**src/rtl/avs_pkg.sv**
```systemverilog
// Constants shared by the audio/video synchronization unit
package avs_pkg;
  // ---------------------------------------------------------------
  // Clock reference counter
  // ---------------------------------------------------------------
  localparam int              SCR_W      = 33;
  localparam int              PRESC_W    = 9;
  localparam int              PRESC_DIV  = 444;
  localparam logic [PRESC_W-1:0] PRESC_LAST = PRESC_W'(PRESC_DIV - 1);
  localparam logic [PRESC_W-1:0] PRESC_ZERO = 9'h000;
  localparam logic [SCR_W-1:0]   SCR_ZERO   = 33'h0_0000_0000;
  localparam logic [SCR_W-1:0]   SCR_ONE    = 33'h0_0000_0001;

  // ---------------------------------------------------------------
  // Time stamp comparison
  // ---------------------------------------------------------------
  localparam logic [SCR_W-1:0] MATCH_TOL   = 33'h0_0000_0BB8;
  localparam logic [SCR_W-1:0] DECODE_BIAS = 33'h0_0000_0BBB;
  localparam int               TS_VLD_BIT  = 15;
  localparam int               TS_WORD_W   = 16;
  localparam int               PERIOD_W    = 16;

  // ---------------------------------------------------------------
  // Picture coding types
  // ---------------------------------------------------------------
  localparam logic [1:0] PIC_I = 2'h1;
  localparam logic [1:0] PIC_P = 2'h2;
  localparam logic [1:0] PIC_B = 2'h3;

  // ---------------------------------------------------------------
  // Timing
  // ---------------------------------------------------------------
  localparam int CLK_PERIOD_NS = 50;
  localparam int FRAME_TIME_NS = 33_367_000;
  localparam int FRAME_CYC     = FRAME_TIME_NS / CLK_PERIOD_NS;
  localparam int FRAME_W       = 20;
  localparam logic [FRAME_W-1:0] FRAME_ZERO = 20'h0_0000;

  typedef enum logic [2:0] {
    AVS_WAIT = 3'b001,
    AVS_CMP  = 3'b010,
    AVS_HOLD = 3'b100
  } avs_state_t;
endpackage

```
**src/rtl/avs_scr_counter.sv**
```systemverilog
// Prescaled 33-bit clock reference counter
`timescale 1ns/1ps
module avs_scr_counter (
  // Clock and reset
  input  wire logic                     core_clk,
  input  wire logic                     reset,
  input  wire logic                     clk_en,
  // Control
  input  wire logic                     load,
  input  wire logic [avs_pkg::SCR_W-1:0] load_val,
  input  wire logic                     clear,
  // State
  output logic      [avs_pkg::SCR_W-1:0] scr_value,
  output logic                          scr_tick
);
  import avs_pkg::*;

  logic [PRESC_W-1:0] presc;
  logic [PRESC_W-1:0] next_presc;
  logic [SCR_W-1:0]   next_scr;

  // ---------------------------------------------------------------
  // Divider and counter
  // ---------------------------------------------------------------
  always_comb begin
    scr_tick   = (presc == PRESC_LAST);
    next_presc = scr_tick ? PRESC_ZERO : presc + 9'h001;
    next_scr   = scr_value;
    if (clear) begin
      next_scr = SCR_ZERO;
    end else if (load) begin
      next_scr = load_val;
    end else if (scr_tick) begin
      next_scr = scr_value + SCR_ONE;
    end
  end

  always_ff @(posedge core_clk) begin
    if (reset) begin
      presc     <= PRESC_ZERO;
      scr_value <= SCR_ZERO;
    end else if (clk_en) begin
      presc     <= next_presc;
      scr_value <= next_scr;
    end
  end

  presc_range_a: assert property (@(posedge core_clk) disable iff (reset) presc <= PRESC_LAST)
    else $error("prescaler left its range");
endmodule

```
**src/rtl/avs_sync_unit.sv**
```systemverilog
// Audio/video synchronization unit with clock reference and stamp compare
`timescale 1ns/1ps
// Summary of operation
// - Hold a 33-bit clock reference counter
// - Advance counter once every 444 clocks
// - Apply counter write while command flag raised
// - Access command can read counter value
// - Bind packet stamp to first picture start
// - Stamp valid only when word two bit15
// - No stamp since idle/flush/error: no sync
// - Otherwise derive stamp from previous plus rate
// - Within 3000 counts: decode and display
// - Stamp ahead: repeat, wait frame, recompare
// - Stamp behind and B picture: skip it
// - Stamp behind, I or P: decode anyway
// - Still picture done clears counter to zero
module avs_sync_unit #(
  parameter int unsigned FRAME_CYCLES = avs_pkg::FRAME_CYC
) (
  // Clock and reset
  input  wire logic                          core_clk,
  input  wire logic                          reset,
  input  wire logic                          clk_en,
  // Clock reference access command
  input  wire logic                          new_cmd,
  input  wire logic                          cmd_is_write,
  input  wire logic [avs_pkg::SCR_W-1:0]     cmd_wdata,
  output logic                               cmd_clear,
  output logic      [avs_pkg::SCR_W-1:0]     cmd_rdata,
  // Packet descriptor command
  input  wire logic                          pkt_valid,
  input  wire logic [avs_pkg::TS_WORD_W-1:0] first_timestamp_word,
  input  wire logic [avs_pkg::TS_WORD_W-1:0] second_timestamp_word,
  input  wire logic [avs_pkg::TS_WORD_W-1:0] third_timestamp_word,
  // Bitstream events
  input  wire logic                          pic_start,
  input  wire logic                          pic_first_in_pkt,
  input  wire logic [1:0]                    pic_type,
  input  wire logic [avs_pkg::PERIOD_W-1:0]  picture_period,
  input  wire logic                          idle_entry,
  input  wire logic                          bitstream_flush,
  input  wire logic                          data_error,
  input  wire logic                          still_done,
  // Picture decisions
  output logic                               busy,
  output logic                               act_decode,
  output logic                               act_repeat,
  output logic                               act_skip,
  output logic                               act_unsynced,
  // Counter state
  output logic      [avs_pkg::SCR_W-1:0]     scr_value
);
  import avs_pkg::*;

  localparam logic [FRAME_W-1:0] HOLD_LAST = FRAME_W'(FRAME_CYCLES - 1);

  logic               served;
  logic               next_served;
  logic [SCR_W-1:0]   next_rdata;
  logic               cmd_go;
  logic               scr_tick;
  logic               pend_valid;
  logic               next_pend_valid;
  logic [SCR_W-1:0]   pend_pts;
  logic [SCR_W-1:0]   next_pend_pts;
  logic               have_pts;
  logic               next_have_pts;
  logic [SCR_W-1:0]   cur_pts;
  logic [SCR_W-1:0]   next_cur_pts;
  logic [FRAME_W-1:0] hold_cnt;
  logic [FRAME_W-1:0] next_hold_cnt;
  logic [SCR_W-1:0]   pkt_pts;
  logic [SCR_W-1:0]   biased;
  logic [SCR_W-1:0]   diff;
  logic               early;
  logic               late;
  logic               take_pkt;
  logic               next_decode;
  logic               next_repeat;
  logic               next_skip;
  logic               next_unsynced;
  avs_state_t         state;
  avs_state_t         next_state;

  function automatic logic is_b(input logic [1:0] t);
    return t == PIC_B;
  endfunction

  // ---------------------------------------------------------------
  // Counter
  // ---------------------------------------------------------------
  avs_scr_counter u_scr (
    .core_clk  (core_clk),
    .reset     (reset),
    .clk_en    (clk_en),
    .load      (cmd_go && cmd_is_write),
    .load_val  (cmd_wdata),
    .clear     (still_done),
    .scr_value (scr_value),
    .scr_tick  (scr_tick)
  );

  // ---------------------------------------------------------------
  // Access command
  // ---------------------------------------------------------------
  always_comb begin
    // A frozen clock cannot apply the write, so the flag must not be cleared then
    cmd_go      = new_cmd && !served && clk_en;
    cmd_clear   = cmd_go;
    next_served = new_cmd;
    next_rdata  = cmd_go && !cmd_is_write ? scr_value : cmd_rdata;
  end

  always_ff @(posedge core_clk) begin
    if (reset) begin
      served    <= 1'b0;
      cmd_rdata <= SCR_ZERO;
    end else if (clk_en) begin
      served    <= next_served;
      cmd_rdata <= next_rdata;
    end
  end

  // ---------------------------------------------------------------
  // Stamps and picture sequencing
  // ---------------------------------------------------------------
  always_comb begin
    pkt_pts  = {first_timestamp_word[2:0], second_timestamp_word[14:0], third_timestamp_word[14:0]};
    take_pkt = pkt_valid && second_timestamp_word[TS_VLD_BIT];
    biased   = scr_value + DECODE_BIAS;
    diff     = cur_pts - biased;
    early    = !diff[SCR_W-1] && (diff > MATCH_TOL);
    late     = diff[SCR_W-1] && ((SCR_ZERO - diff) > MATCH_TOL);

    next_state      = state;
    next_pend_valid = pend_valid;
    next_pend_pts   = pend_pts;
    next_have_pts   = have_pts;
    next_cur_pts    = cur_pts;
    next_hold_cnt   = hold_cnt;
    next_decode     = 1'b0;
    next_repeat     = 1'b0;
    next_skip       = 1'b0;
    next_unsynced   = 1'b0;

    if (idle_entry || bitstream_flush || data_error) begin
      next_have_pts   = 1'b0;
      next_pend_valid = 1'b0;
    end

    unique case (state)
      AVS_WAIT: begin
        if (pic_start) begin
          next_state = AVS_CMP;
          if (pic_first_in_pkt && pend_valid) begin
            next_cur_pts    = pend_pts;
            next_pend_valid = 1'b0;
            next_have_pts   = 1'b1;
          end else begin
            next_cur_pts = cur_pts + SCR_W'(picture_period);
          end
        end
      end
      AVS_CMP: begin
        if (!have_pts) begin
          next_decode   = 1'b1;
          next_unsynced = 1'b1;
          next_state    = AVS_WAIT;
        end else if (early) begin
          next_repeat   = 1'b1;
          next_hold_cnt = FRAME_ZERO;
          next_state    = AVS_HOLD;
        end else if (late && is_b(pic_type)) begin
          next_skip  = 1'b1;
          next_state = AVS_WAIT;
        end else begin
          next_decode = 1'b1;
          next_state  = AVS_WAIT;
        end
      end
      AVS_HOLD: begin
        next_hold_cnt = hold_cnt + 20'h0_0001;
        if (hold_cnt == HOLD_LAST) begin
          next_state = AVS_CMP;
        end
      end
    endcase

    if (take_pkt) begin
      next_pend_valid = 1'b1;
      next_pend_pts   = pkt_pts;
    end
  end

  always_ff @(posedge core_clk) begin
    if (reset) begin
      state        <= AVS_WAIT;
      pend_valid   <= 1'b0;
      pend_pts     <= SCR_ZERO;
      have_pts     <= 1'b0;
      cur_pts      <= SCR_ZERO;
      hold_cnt     <= FRAME_ZERO;
      act_decode   <= 1'b0;
      act_repeat   <= 1'b0;
      act_skip     <= 1'b0;
      act_unsynced <= 1'b0;
    end else if (clk_en) begin
      state        <= next_state;
      pend_valid   <= next_pend_valid;
      pend_pts     <= next_pend_pts;
      have_pts     <= next_have_pts;
      cur_pts      <= next_cur_pts;
      hold_cnt     <= next_hold_cnt;
      act_decode   <= next_decode;
      act_repeat   <= next_repeat;
      act_skip     <= next_skip;
      act_unsynced <= next_unsynced;
    end
  end

  assign busy = (state != AVS_WAIT);

  // ---------------------------------------------------------------
  // Checks
  // ---------------------------------------------------------------
  cmd_write_a: assert property (@(posedge core_clk) disable iff (reset)
    (clk_en && cmd_clear && cmd_is_write && !still_done) |=> scr_value == $past(cmd_wdata))
    else $error("counter write not applied");
  cmd_read_a: assert property (@(posedge core_clk) disable iff (reset)
    (clk_en && cmd_clear && !cmd_is_write) |=> cmd_rdata == $past(scr_value))
    else $error("counter read wrong");
  clear_flag_a: assert property (@(posedge core_clk) disable iff (reset)
    cmd_clear |-> (new_cmd && clk_en) ##1 !cmd_clear)
    else $error("flag cleared without command or twice");
  scr_step_a: assert property (@(posedge core_clk) disable iff (reset)
    (clk_en && scr_tick && !cmd_go && !still_done) |=> scr_value == $past(scr_value) + SCR_ONE)
    else $error("counter did not advance");
  still_zero_a: assert property (@(posedge core_clk) disable iff (reset)
    (clk_en && still_done) |=> scr_value == SCR_ZERO)
    else $error("counter not cleared after still");
  stamp_take_a: assert property (@(posedge core_clk) disable iff (reset)
    (clk_en && pkt_valid && second_timestamp_word[TS_VLD_BIT]) |=> pend_valid && pend_pts == $past(pkt_pts))
    else $error("valid stamp not captured");
  stamp_ignore_a: assert property (@(posedge core_clk) disable iff (reset)
    (clk_en && pkt_valid && !second_timestamp_word[TS_VLD_BIT] && !pend_valid) |=> !pend_valid)
    else $error("invalid stamp captured");
  synth_pts_a: assert property (@(posedge core_clk) disable iff (reset)
    (clk_en && state == AVS_WAIT && pic_start && !(pic_first_in_pkt && pend_valid))
      |=> cur_pts == $past(cur_pts) + SCR_W'($past(picture_period)))
    else $error("derived stamp wrong");
  no_sync_a: assert property (@(posedge core_clk) disable iff (reset)
    (clk_en && state == AVS_CMP && !have_pts) |=> act_decode && act_unsynced)
    else $error("unsynced picture not decoded");
  early_rep_a: assert property (@(posedge core_clk) disable iff (reset)
    (clk_en && state == AVS_CMP && have_pts && early) |=> act_repeat && state == AVS_HOLD)
    else $error("early picture not repeated");
  late_skip_a: assert property (@(posedge core_clk) disable iff (reset)
    (clk_en && state == AVS_CMP && have_pts && late && is_b(pic_type)) |=> act_skip && !act_decode)
    else $error("late B picture not skipped");
  late_keep_a: assert property (@(posedge core_clk) disable iff (reset)
    (clk_en && state == AVS_CMP && have_pts && late && !is_b(pic_type)) |=> act_decode)
    else $error("late reference picture skipped");
  match_dec_a: assert property (@(posedge core_clk) disable iff (reset)
    (clk_en && state == AVS_CMP && have_pts && !early && !late) |=> act_decode && !act_repeat)
    else $error("matching picture not decoded");

  decode_c: cover property (@(posedge core_clk) disable iff (reset) act_decode && !act_unsynced);
  repeat_c: cover property (@(posedge core_clk) disable iff (reset) act_repeat);
  skip_c:   cover property (@(posedge core_clk) disable iff (reset) act_skip);
  write_c:  cover property (@(posedge core_clk) disable iff (reset) cmd_clear && cmd_is_write);
endmodule

```
**config.mk**
```make
export PLATFORM = sky130hd
export DESIGN_NAME = avs_sync_unit
export DESIGN_NICKNAME = d
export VERILOG_FILES = /design/src/rtl/avs_pkg.sv /design/src/rtl/avs_scr_counter.sv /design/src/rtl/avs_sync_unit.sv
export SDC_FILE = /design/constraint.sdc
export NUM_CORES = 1
export LEC_CHECK = 0
export BUFFER_PORTS_ARGS = -buffer_cell sky130_fd_sc_hd__buf_4
export CAP_MARGIN = 20
export CORE_UTILIZATION = 58
export CTS_CLUSTER_DIAMETER = 150
export DETAILED_ROUTE_END_ITERATION = 8
export PLACE_DENSITY_LB_ADDON = 0.2
export SYNTH_ARGS = -nofsm -noshare
export SYNTH_HDL_FRONTEND = slang
export SYNTH_SLANG_ARGS = --single-unit
```
**constraint.sdc**
```tcl
create_clock -name core_clk -period 5 [get_ports core_clk]
set_clock_uncertainty 0.05 [all_clocks]
set_input_delay 1 -clock core_clk [delete_from_list [all_inputs] [get_ports core_clk]]
set_output_delay 1 -clock core_clk [all_outputs]
set_load 0.005 [all_outputs]
```
# == Word level (Yosys, flattened, before mapping) ==
# Cells that the tools add are included.
# totals
register_bits,171
in_bits,111
# classes
addsub,7
n_lt_le_gt_ge,2
n_eq_ne,11
muxes,35
n_reduce_logical,22
# op_table
cell,n
33-bit 2-to-1 mux,4
"33-bit by 12-bit > comparator with 1-bit output, second input constant",2
20-bit 2-to-1 mux,2
20-bit one-hot mux with 2 select lines,1
"33-bit by 1-bit adder with 33-bit output, second input constant",1
"33-bit by 12-bit adder with 33-bit output, second input constant",1
33-bit by 16-bit adder with 33-bit output,1
"1-bit by 33-bit subtractor with 33-bit output, first input constant",1
33-bit subtractor,1
1-bit 2-to-1 mux,22
"20-bit by 1-bit adder with 20-bit output, second input constant",1
"20-bit == test, second input constant",1
3-bit 2-to-1 mux,4
"9-bit by 1-bit adder with 9-bit output, second input constant",1
"9-bit == test, second input constant",1
1-bit logical AND,9
9-bit 2-to-1 mux,1
3-bit one-hot mux with 3 select lines,1
"2-bit inequality test, second input constant",4
2-bit AND reduction,3
3-bit AND reduction,2
4-bit AND reduction,1
"3-bit by 1-bit == test with 1-bit output, second input constant",1
"3-bit by 2-bit == test with 1-bit output, second input constant",1
other kinds (7),10

# == Depth between registers and ports, before layout ==
# Gate-level depths: netlist (run 1).
# logic_depth
ltp_word,10
mapped_depth,19
ltp_nobuf,17

# == By module ==
# From an unflattened synthesis (run 1), not the netlist that was laid out.
# unflattened
cells_unflattened,1587
area_unflattened_um2,11750.0
# by_module_without_submodules
module,instances,cells_each,area_each_um2
avs_sync_unit,1,1231,9080.0
avs_scr_counter,1,356,2670.1

# == Worst setup path after synthesis (run 1) ==
# Ideal clock, no wire load.
# synth_timing
path_kind,flip-flop to flip-flop
startpoint,register u_scr.scr_value[1] in the netlist's numbering
endpoint,register hold_cnt[1]
t_arrival_ns,4.142
t_required_ns,4.833
slack_ns,0.690
stages_incl_launch_ff,19
cell_sequence,dfxtp_1 ha_1 inv_1 ha_1 inv_1 fa_1 and2b_1 o311ai_2 a2111o_2 a21oi_4 o211a_1 nor3_1 or4b_4 o311a_1 a21boi_2 buf_4 buf_6 mux2i_1 nor2_1
# synth_between
elab_chain_cells,6
elab_cells_between_ends,7
cone_classes,add/sub (2); order compare (1); eq/ne (1); reduce/logical (3)
# synth_rtl
element,line,rtl
start: declaration,avs_scr_counter.sv:13,"output logic [avs_pkg::SCR_W-1:0] scr_value,"
start signal: assignment,avs_scr_counter.sv:44,scr_value <= next_scr;
33-bit by 12-bit adder with 33-bit output (*),avs_sync_unit.sv:130,biased = scr_value + DECODE_BIAS;
33-bit subtractor (*),avs_sync_unit.sv:131,diff = cur_pts - biased;
33-bit by 12-bit > comparator with 1-bit output or 1-bit zero test (tied branches),avs_sync_unit.sv:132,early = !diff[SCR_W-1] && (diff > MATCH_TOL);
1-bit logical AND (*),avs_sync_unit.sv:132,
2-bit inequality test (no source line) (*),-,
4-bit AND reduction (no source line) (*),-,
end signal: assignment,avs_sync_unit.sv:213,hold_cnt <= next_hold_cnt;
end: declaration,avs_sync_unit.sv:70,logic [FRAME_W-1:0] hold_cnt;
# Every way passes the cells marked *; elsewhere a longest branch is shown, timed or not.
# A chain may end at the register's enable or synchronous reset.

# == Final worst setup path (run 1) ==
# layout_timing
startpoint,register cur_pts[1]
endpoint,register hold_cnt[1]
# layout_between
elab_chain_cells,5
elab_cells_between_ends,6
cone_classes,add/sub (1); order compare (1); eq/ne (1); reduce/logical (3)
# layout_rtl
element,line,rtl
start: declaration,avs_sync_unit.sv:68,logic [SCR_W-1:0] cur_pts;
start signal: assignment,avs_sync_unit.sv:212,cur_pts <= next_cur_pts;
33-bit subtractor (*),avs_sync_unit.sv:131,
33-bit by 12-bit > comparator with 1-bit output or 1-bit zero test (tied branches),avs_sync_unit.sv:132,
1-bit logical AND (*),avs_sync_unit.sv:132,
2-bit inequality test (no source line) (*),-,
4-bit AND reduction (no source line) (*),-,
# Marks and branches as above.

==> results of run 1 <==
[synthesized netlist by cell type (all sizes together), types with 5 or more instances]
master	count
and2	17
or4	12
o21bai	7
o21ai	99
a31oi	18
nand4	26
o311ai	5
a21boi	7
a221oi	13
buf	22
or3	19
o211ai	6
a21oi	178
dfxtp	171
a211oi	29
xnor2	23
mux2i	10
a211o	5
o41ai	5
nand2b	7
a311oi	5
and3	30
nand3	60
nor3b	5
nand4b	5
and4	10
nor4	8
or2	10
a22oi	25
o31ai	20
nor3	33
clkbuf	76
a22o	15
nor2	113
inv	103
a21o	16
o21a	5
nand2	243
o22ai	6
xor2	22
ha	82
[critical path, stage by stage (launching register included)]
cell and delay [ps]:
dfxtp_1 350, inv_1 80, ha_1 270, inv_1 60, ha_1 190, inv_1 60
fa_1 450, and2b_1 290, o2111ai_1 220, a21oi_1 380, o211a_1 300, o21ai_0 170
a21o_1 220, or4b_4 540, o311a_1 410, a21boi_2 210, buf_12 210, mux2i_1 190
nor2_1 50
[kinds of logic after synthesis]
family,after synthesis,share of synthesized area (%)
AO/OA/AOI/OAI,489,26.15
XOR/XNOR,45,3.325
adder cells (fa/ha/maj),84,8.993
buffers and inverters,201,6.766
flip-flops,171,28.88
multiplexers,10,0.8445
AND/OR/NAND/NOR,616,25.05
[flip-flops by register name, indices dropped and copies added (netlist names), 3 cells and up]
signal	flops
cmd_rdata	33
cur_pts	33
hold_cnt	20
pend_pts	33
state	3
u_scr.presc	9
u_scr.scr_value	33
[metrics by stage]
step	util [%]	total power (uW)	worst slack [ps]	instance area, um^2	std cells
2_1_floorplan	-	2139	690.4	11850	1616
3_3_place_gp	67.28	2379	332.0	13270	1980
3_5_place_dp	67.35	2399	252.9	13280	1981
4_1_cts	70.42	3746	216.7	13880	2013
5_1_grt	70.73	3936	24.59	13950	2017
6_report	70.73	3765	180.2	13950	2017
[final cells by class]
class	count	area (um^2)
fillers	1658	5772
multi-input cells	1244	7634
diodes	1	2.502
clock buffers	18	429.2
flip-flops and latches	171	3423
repair buffers	201	1564
well taps	265	331.6
inverters	103	386.6
clock inverters	14	175.2
[per-layer routing]
| metal | GRT usage (%) | up-vias | wire, um |
|---|---|---|---|
| met2 | 53.25 | 501 | 16220 |
| met4 | 16.22 | 0 | 1427 |
| met3 | 5.660 | 88 | 2495 |
| met1 | 44.85 | 5918 | 15820 |
| met5 | 0 | - | 0 |
| li1 | - | 6076 | - |
[worst min path at each step]
stage | endpoint | cells past startpoint | startpoint | slack [ps]
final | cmd_rdata[22] | 2 | cmd_rdata[22] | 410
after floorplan | pend_pts[30] | 2 | pend_pts[30] | 380
after CTS | cmd_rdata[25] | 2 | cmd_rdata[25] | 410
after global placement | pend_pts[30] | 2 | pend_pts[30] | 390
after global routing | cmd_rdata[18] | 2 | cmd_rdata[18] | 440
after detailed placement | cmd_rdata[22] | 2 | cmd_rdata[22] | 400
[power by group through the flow]
stage / logic (uW) / clock network [uW] / registers, uW
after global routing: 1090 / 1430 / 1420
after global placement: 935 / 0 / 1440
final: 987 / 1360 / 1410
after detailed placement: 954 / 0 / 1450
after floorplan: 701 / 0 / 1440
after CTS: 960 / 1370 / 1410
==> results by group, run 1 <==
Routing
  • Drt drc: 0
  • Final WL: 35960 um
  • DR vias/cell: 6.238
  • Iteration-0 DRC Markers: 1121
  • Via count: 12580
  • Routed Antenna Nets: 0
  • Pre-antenna DRT Iters: 6
  • Wire per inst: 17.83 um

Pwr
  • Clock power share: 36.2%
  • VDD IR max: 0.2189 mV
  • Net switching power figure: 1306 uW
  • Power Internal: 2459 uW
  • Combinational Power Share: 26.2%
  • Sequential fraction of design power: 37.6%
  • Sw Ratio: 34.68%
  • Lkg Pwr: 0.005767 uW
  • Pwr Density: 270.0 nW/um^2

Final layout
  • Layout area overhead: 17.65%
  • Commonest non-fill, non-tap cells in the layout: nand2_1 (243), buf_4 (196), a21oi_1 (176), dfxtp_1 (171), nor2_1 (113)
  • Share of cells above drive strength 1: 15.02%
  • Most common cell after layout, fill and taps aside: nand2_1
  • Final net count: 1933

Die
  • DIE HEIGHT: 145.0 um
  • IO Pins: 183
  • Die outline width: 145.0 um
  • Starting Density: 60.12%
  • Core area: 19720 um^2
  • Die Area: 21010 um^2
  • Row Count: 51

Timing
  • Fin. max-slew vios: 0
  • Rel. slew slack: 34.67%
  • WHS: 406.7 ps
  • Max Clk Rate: 207.5 MHz
  • Unrepaired setup endpoints after global routing: false
  • Final Cycle Share: 96.40%
  • Worst-Margin Slew: 977.3 ps
  • Min Tclk post-route: 4820 ps
  • Count of final setup violators: 0
  • Final Hold Vio Count: 0
  • Fin Setup TNS: 0 ps

GRT
  • GRT Util Overall: 33.82%
  • Gr ovfl total: 0
  • Number of global-route vias before repair: 11330
  • Initial antenna violation count: 1
  • First-pass GRT wire length: 57950 um
  • Largest net degree at the start of global routing: 78

Logic synthesis
  • Register bit total from synthesis: 171
  • Ys async rst share: 0%
  • Avg Cell Area, Syn: 7.335 um^2
  • Synth top area cells: dfxtp_1 (29%), ha_1 (8.7%), nand2_1 (7.7%)
  • Syn Nets: 1811
  • Sequential-to-total area share from yosys stat: 28.88%
  • Count of cell types in the netlist: 81
  • Cell area after synthesis: 11850 um^2
  • EDFF count, synth: 0
  • Post-Synthesis Cells: 1616
  • Most used flip-flop cell after synthesis: dfxtp_1
  • Synth top area share: 28.88%
  • Cell accounting for the most synthesized area: dfxtp_1
  • Yosys warns: 0

Clock tree
  • Clk slew on worst S/H paths: 80 ps
  • CTS tree: done
  • CTS hold repair buffers: 0
  • CTS Root Buffer Type: clkbuf_16
  • H-tree levels: 4
  • Clk_lat worst skew: 460 ps
  • Postcts setup bufs: 0
  • Clock buffer count from CTS: 17
  • Clock Tree Buf Depth: 2
  • Clock sinks: 171
  • Post_cts resized: 0

Worst setup path
  • Reg2reg start: cur_pts[1]
  • CP Max Fanout: 38
  • R2R depth: 18
  • CP Launch Point: cur_pts[1]
  • Worst EP required: 5280 ps
  • Setup crit end: hold_cnt[1]
  • RR Endpoint: hold_cnt[1]
  • CP arrival: 5100 ps
  • CP Launch Type: register
  • Crit Path Category: register to register
  • CP Capture Type: register
  • Reg2Reg Setup Slack: 180 ps

Place
  • Final HPWL DP: 26720 um
  • GPL Wtd Cong: 0.9577
  • # port buffers: 168

Run
  • Maxcap violations: 0

Worst hold path
  • Hold WC Path Type: register to register

Run status
  • Status: complete, no violations
Note: power is estimated with default switching activity, not from simulation.
==> run 2, diff against run 1 <==
--- a/config.mk
+++ b/config.mk
@@ -7,7 +7,7 @@
 export LEC_CHECK = 0
 export BUFFER_PORTS_ARGS = -buffer_cell sky130_fd_sc_hd__buf_4
 export CAP_MARGIN = 20
-export CORE_UTILIZATION = 58
+export CORE_UTILIZATION = 45
 export CTS_CLUSTER_DIAMETER = 150
 export DETAILED_ROUTE_END_ITERATION = 8
 export PLACE_DENSITY_LB_ADDON = 0.2
==> run 2 against run 1 <==
  * Critical path depth shrank 3
  * Register-to-register slack gained 150 ps
  * Design area grew 1.3%
  * Final cell count grew 3.8%
  * Sequential share of layout area shrank 0.32 points
  * Routed wire length grew 1.7%
  * Global-route usage shrank 7.1 points
  * First-iteration DRC count shrank 2.1%
  * Die area up 28%
  * Via count is 3.4% lower
  * Core utilization shrank 16 points
  * Largest cell class unchanged
  * Largest power group unchanged
  * Highest routed layer unchanged
==> results by group, run 2 (synthesis results as in run 1) <==
GRT
  • Gr ovfl total: 0
  • Largest net degree at the start of global routing: 79
  • First-pass GRT wire length: 57010 um
  • Initial antenna violation count: 0
  • Number of global-route vias before repair: 10810
  • GRT Util Overall: 26.77%

Worst setup path
  • Crit Path Category: register to register
  • Delay-heaviest family, CP: simple AND/OR/NAND/NOR gates
  • R2R depth: 15
  • Critical path's largest stage delay: 510 ps
  • CP Capture Type: register
  • Reg2Reg Setup Slack: 330 ps
  • Worst EP required: 5240 ps
  • CP arrival: 4910 ps
  • Reg2reg start: u_scr.scr_value[4]
  • RR Endpoint: act_skip
  • CP Launch Type: register
  • CP Max Fanout: 4
  • Slowest cell on crit path: or4b_1
  • Worst Path Buf+Inv: 2
  • Critical Path Most Common Cell: ha_1
  • CP cell instances: inv_1 -> ha_1 -> ha_1 -> o21ai_1 -> o21bai_1 -> a221oi_1 -> and3b_1 -> or4b_1 -> or4_1 -> or3b_1 -> mux2i_1 -> a2111oi_1 -> buf_4 -> and3_1 -> o41ai_1

Routing
  • Via count: 12160
  • Iteration-0 DRC Markers: 1097
  • Wire per inst: 17.47 um
  • Routed Antenna Nets: 0
  • DR vias/cell: 5.810
  • Drt drc: 0
  • Final WL: 36560 um
  • Pre-antenna DRT Iters: 5

Pwr
  • Pwr Density: 270.3 nW/um^2
  • Lkg Pwr: 0.005824 uW
  • VDD IR max: 0.2085 mV

Run
  • Maxcap violations: 0

Worst hold path
  • Hold WC Path Type: register to register
  • WHS Endpoint: cmd_rdata[18]
  • Hold Path Origin: cmd_rdata[18]
  • Hold path depth: 2

Run status
  • Status: complete, no violations

Timing
  • Rel. slew slack: 38.41%
  • Max Clk Rate: 214.1 MHz
  • Count of final setup violators: 0
  • Worst-Margin Slew: 923.8 ps
  • Unrepaired setup endpoints after global routing: false
  • Final Hold Vio Count: 0
  • Fin Setup TNS: 0 ps
  • Min Tclk post-route: 4672 ps
  • Final Cycle Share: 93.44%
  • Fin. max-slew vios: 0

Clock tree
  • Clock buffer count from CTS: 17
  • CTS Root Buffer Type: clkbuf_16
  • Postcts setup bufs: 0
  • Clk_lat worst skew: 450 ps
  • CTS hold repair buffers: 0
  • CTS tree: done
  • H-tree levels: 4
  • Clock sinks: 171
  • Clock Tree Buf Depth: 2
  • Clk slew on worst S/H paths: 90 ps

Die
  • Die outline width: 164.3 um
  • IO Pins: 183
  • Core area: 25980 um^2
  • Starting Density: 45.62%
  • DIE HEIGHT: 164.3 um
  • Row Count: 59
  • Die Area: 26990 um^2

Final layout
  • Final net count: 1940
  • Share of cells above drive strength 1: 15.47%
  • Diode count: 0
  • Commonest non-fill, non-tap cells in the layout: nand2_1 (243), buf_4 (203), a21oi_1 (176), dfxtp_1 (171), nor2_1 (113)
  • Layout area overhead: 19.18%
  • Most common cell after layout, fill and taps aside: nand2_1
  • # fillers: 2548
  • Finished Layout Cells: 2093

Place
  • GPL Wtd Cong: 0.9031
  • Dpl cells: 2060
  • # port buffers: 168
  • Final HPWL DP: 27260 um
-- run 2: worst reg2reg max path, delay by kind of cell, from the launching register on --
| family | cells | cell delay [ps] |
|---|---|---|
| AND/OR/NAND/NOR | 5 | 1810 |
| AO/OA/AOI/OAI | 5 | 1040 |
| adder cells (fa/ha/maj) | 2 | 710 |
| flip-flops | 1 | 400 |
| buffers and inverters | 2 | 380 |
| multiplexers | 1 | 130 |
-- run 2: how the worst max path moves through the flow --
| stage | startpoint | endpoint | slack, ps | depth (start not counted) |
|---|---|---|---|---|
| 2_1_floorplan | u_scr.scr_value[1] | hold_cnt[1] | 690 | 18 |
| 3_3_place_gp | u_scr.scr_value[4] | act_skip | 320 | 15 |
| 3_5_place_dp | u_scr.scr_value[4] | act_skip | 250 | 15 |
| 4_1_cts | u_scr.scr_value[4] | act_skip | 200 | 15 |
| 5_1_grt | u_scr.scr_value[4] | act_skip | 20 | 15 |
| 6_report | u_scr.scr_value[4] | act_skip | 330 | 15 |
-- run 2: repair_timing --
item                                    CTS  global route
hold endpoints to repair                  0             0
endpoints found under the setup margin    0             2
gates resized for setup                   0             3
-- run 2: layer usage --
layer | wire length, um | global-route usage, % | vias up
met4 | 983 | 9.007 | 0
met5 | 0 | 0 | -
met3 | 1968 | 3.434 | 44
met2 | 16590 | 42.48 | 353
li1 | - | - | 6074
met1 | 17020 | 37.16 | 5689
-- run 2: final cells by class --
| cell class | count | area (um^2) | share of cell area (%) |
|---|---|---|---|
| Clock inverter | 15 | 201.4 | 1.426 |
| Tap cell | 335 | 419.2 | 2.967 |
| Multi-Input combinational cell | 1244 | 7637 | 54.06 |
| Timing Repair Buffer | 208 | 1634 | 11.57 |
| Clock buffer | 17 | 425.4 | 3.011 |
| Sequential cell | 171 | 3423 | 24.23 |
| Inverter | 103 | 386.6 | 2.737 |
-- run 2: power by group --
part           internal [uW]  switching (uW)  total (uW)
registers               1390            24.7        1410
clock network            695             719        1410
logic                    405             586         991
-- run 2: stage by stage --
step                      power, uW  worst slack (ps)  area, um^2  utilization, %  hold WS (ps)
after floorplan                2139             690.4       11850               -         381.2
after global placement         2401             323.5       13430           51.67         394.1
after detailed placement       2415             252.9       13480           51.88         396.6
after CTS                      3829             204.5       14110           54.29         407.8
after global routing           4003             21.60       14130           54.37         421.9
final                          3819             328.2       14130           54.37         407.3
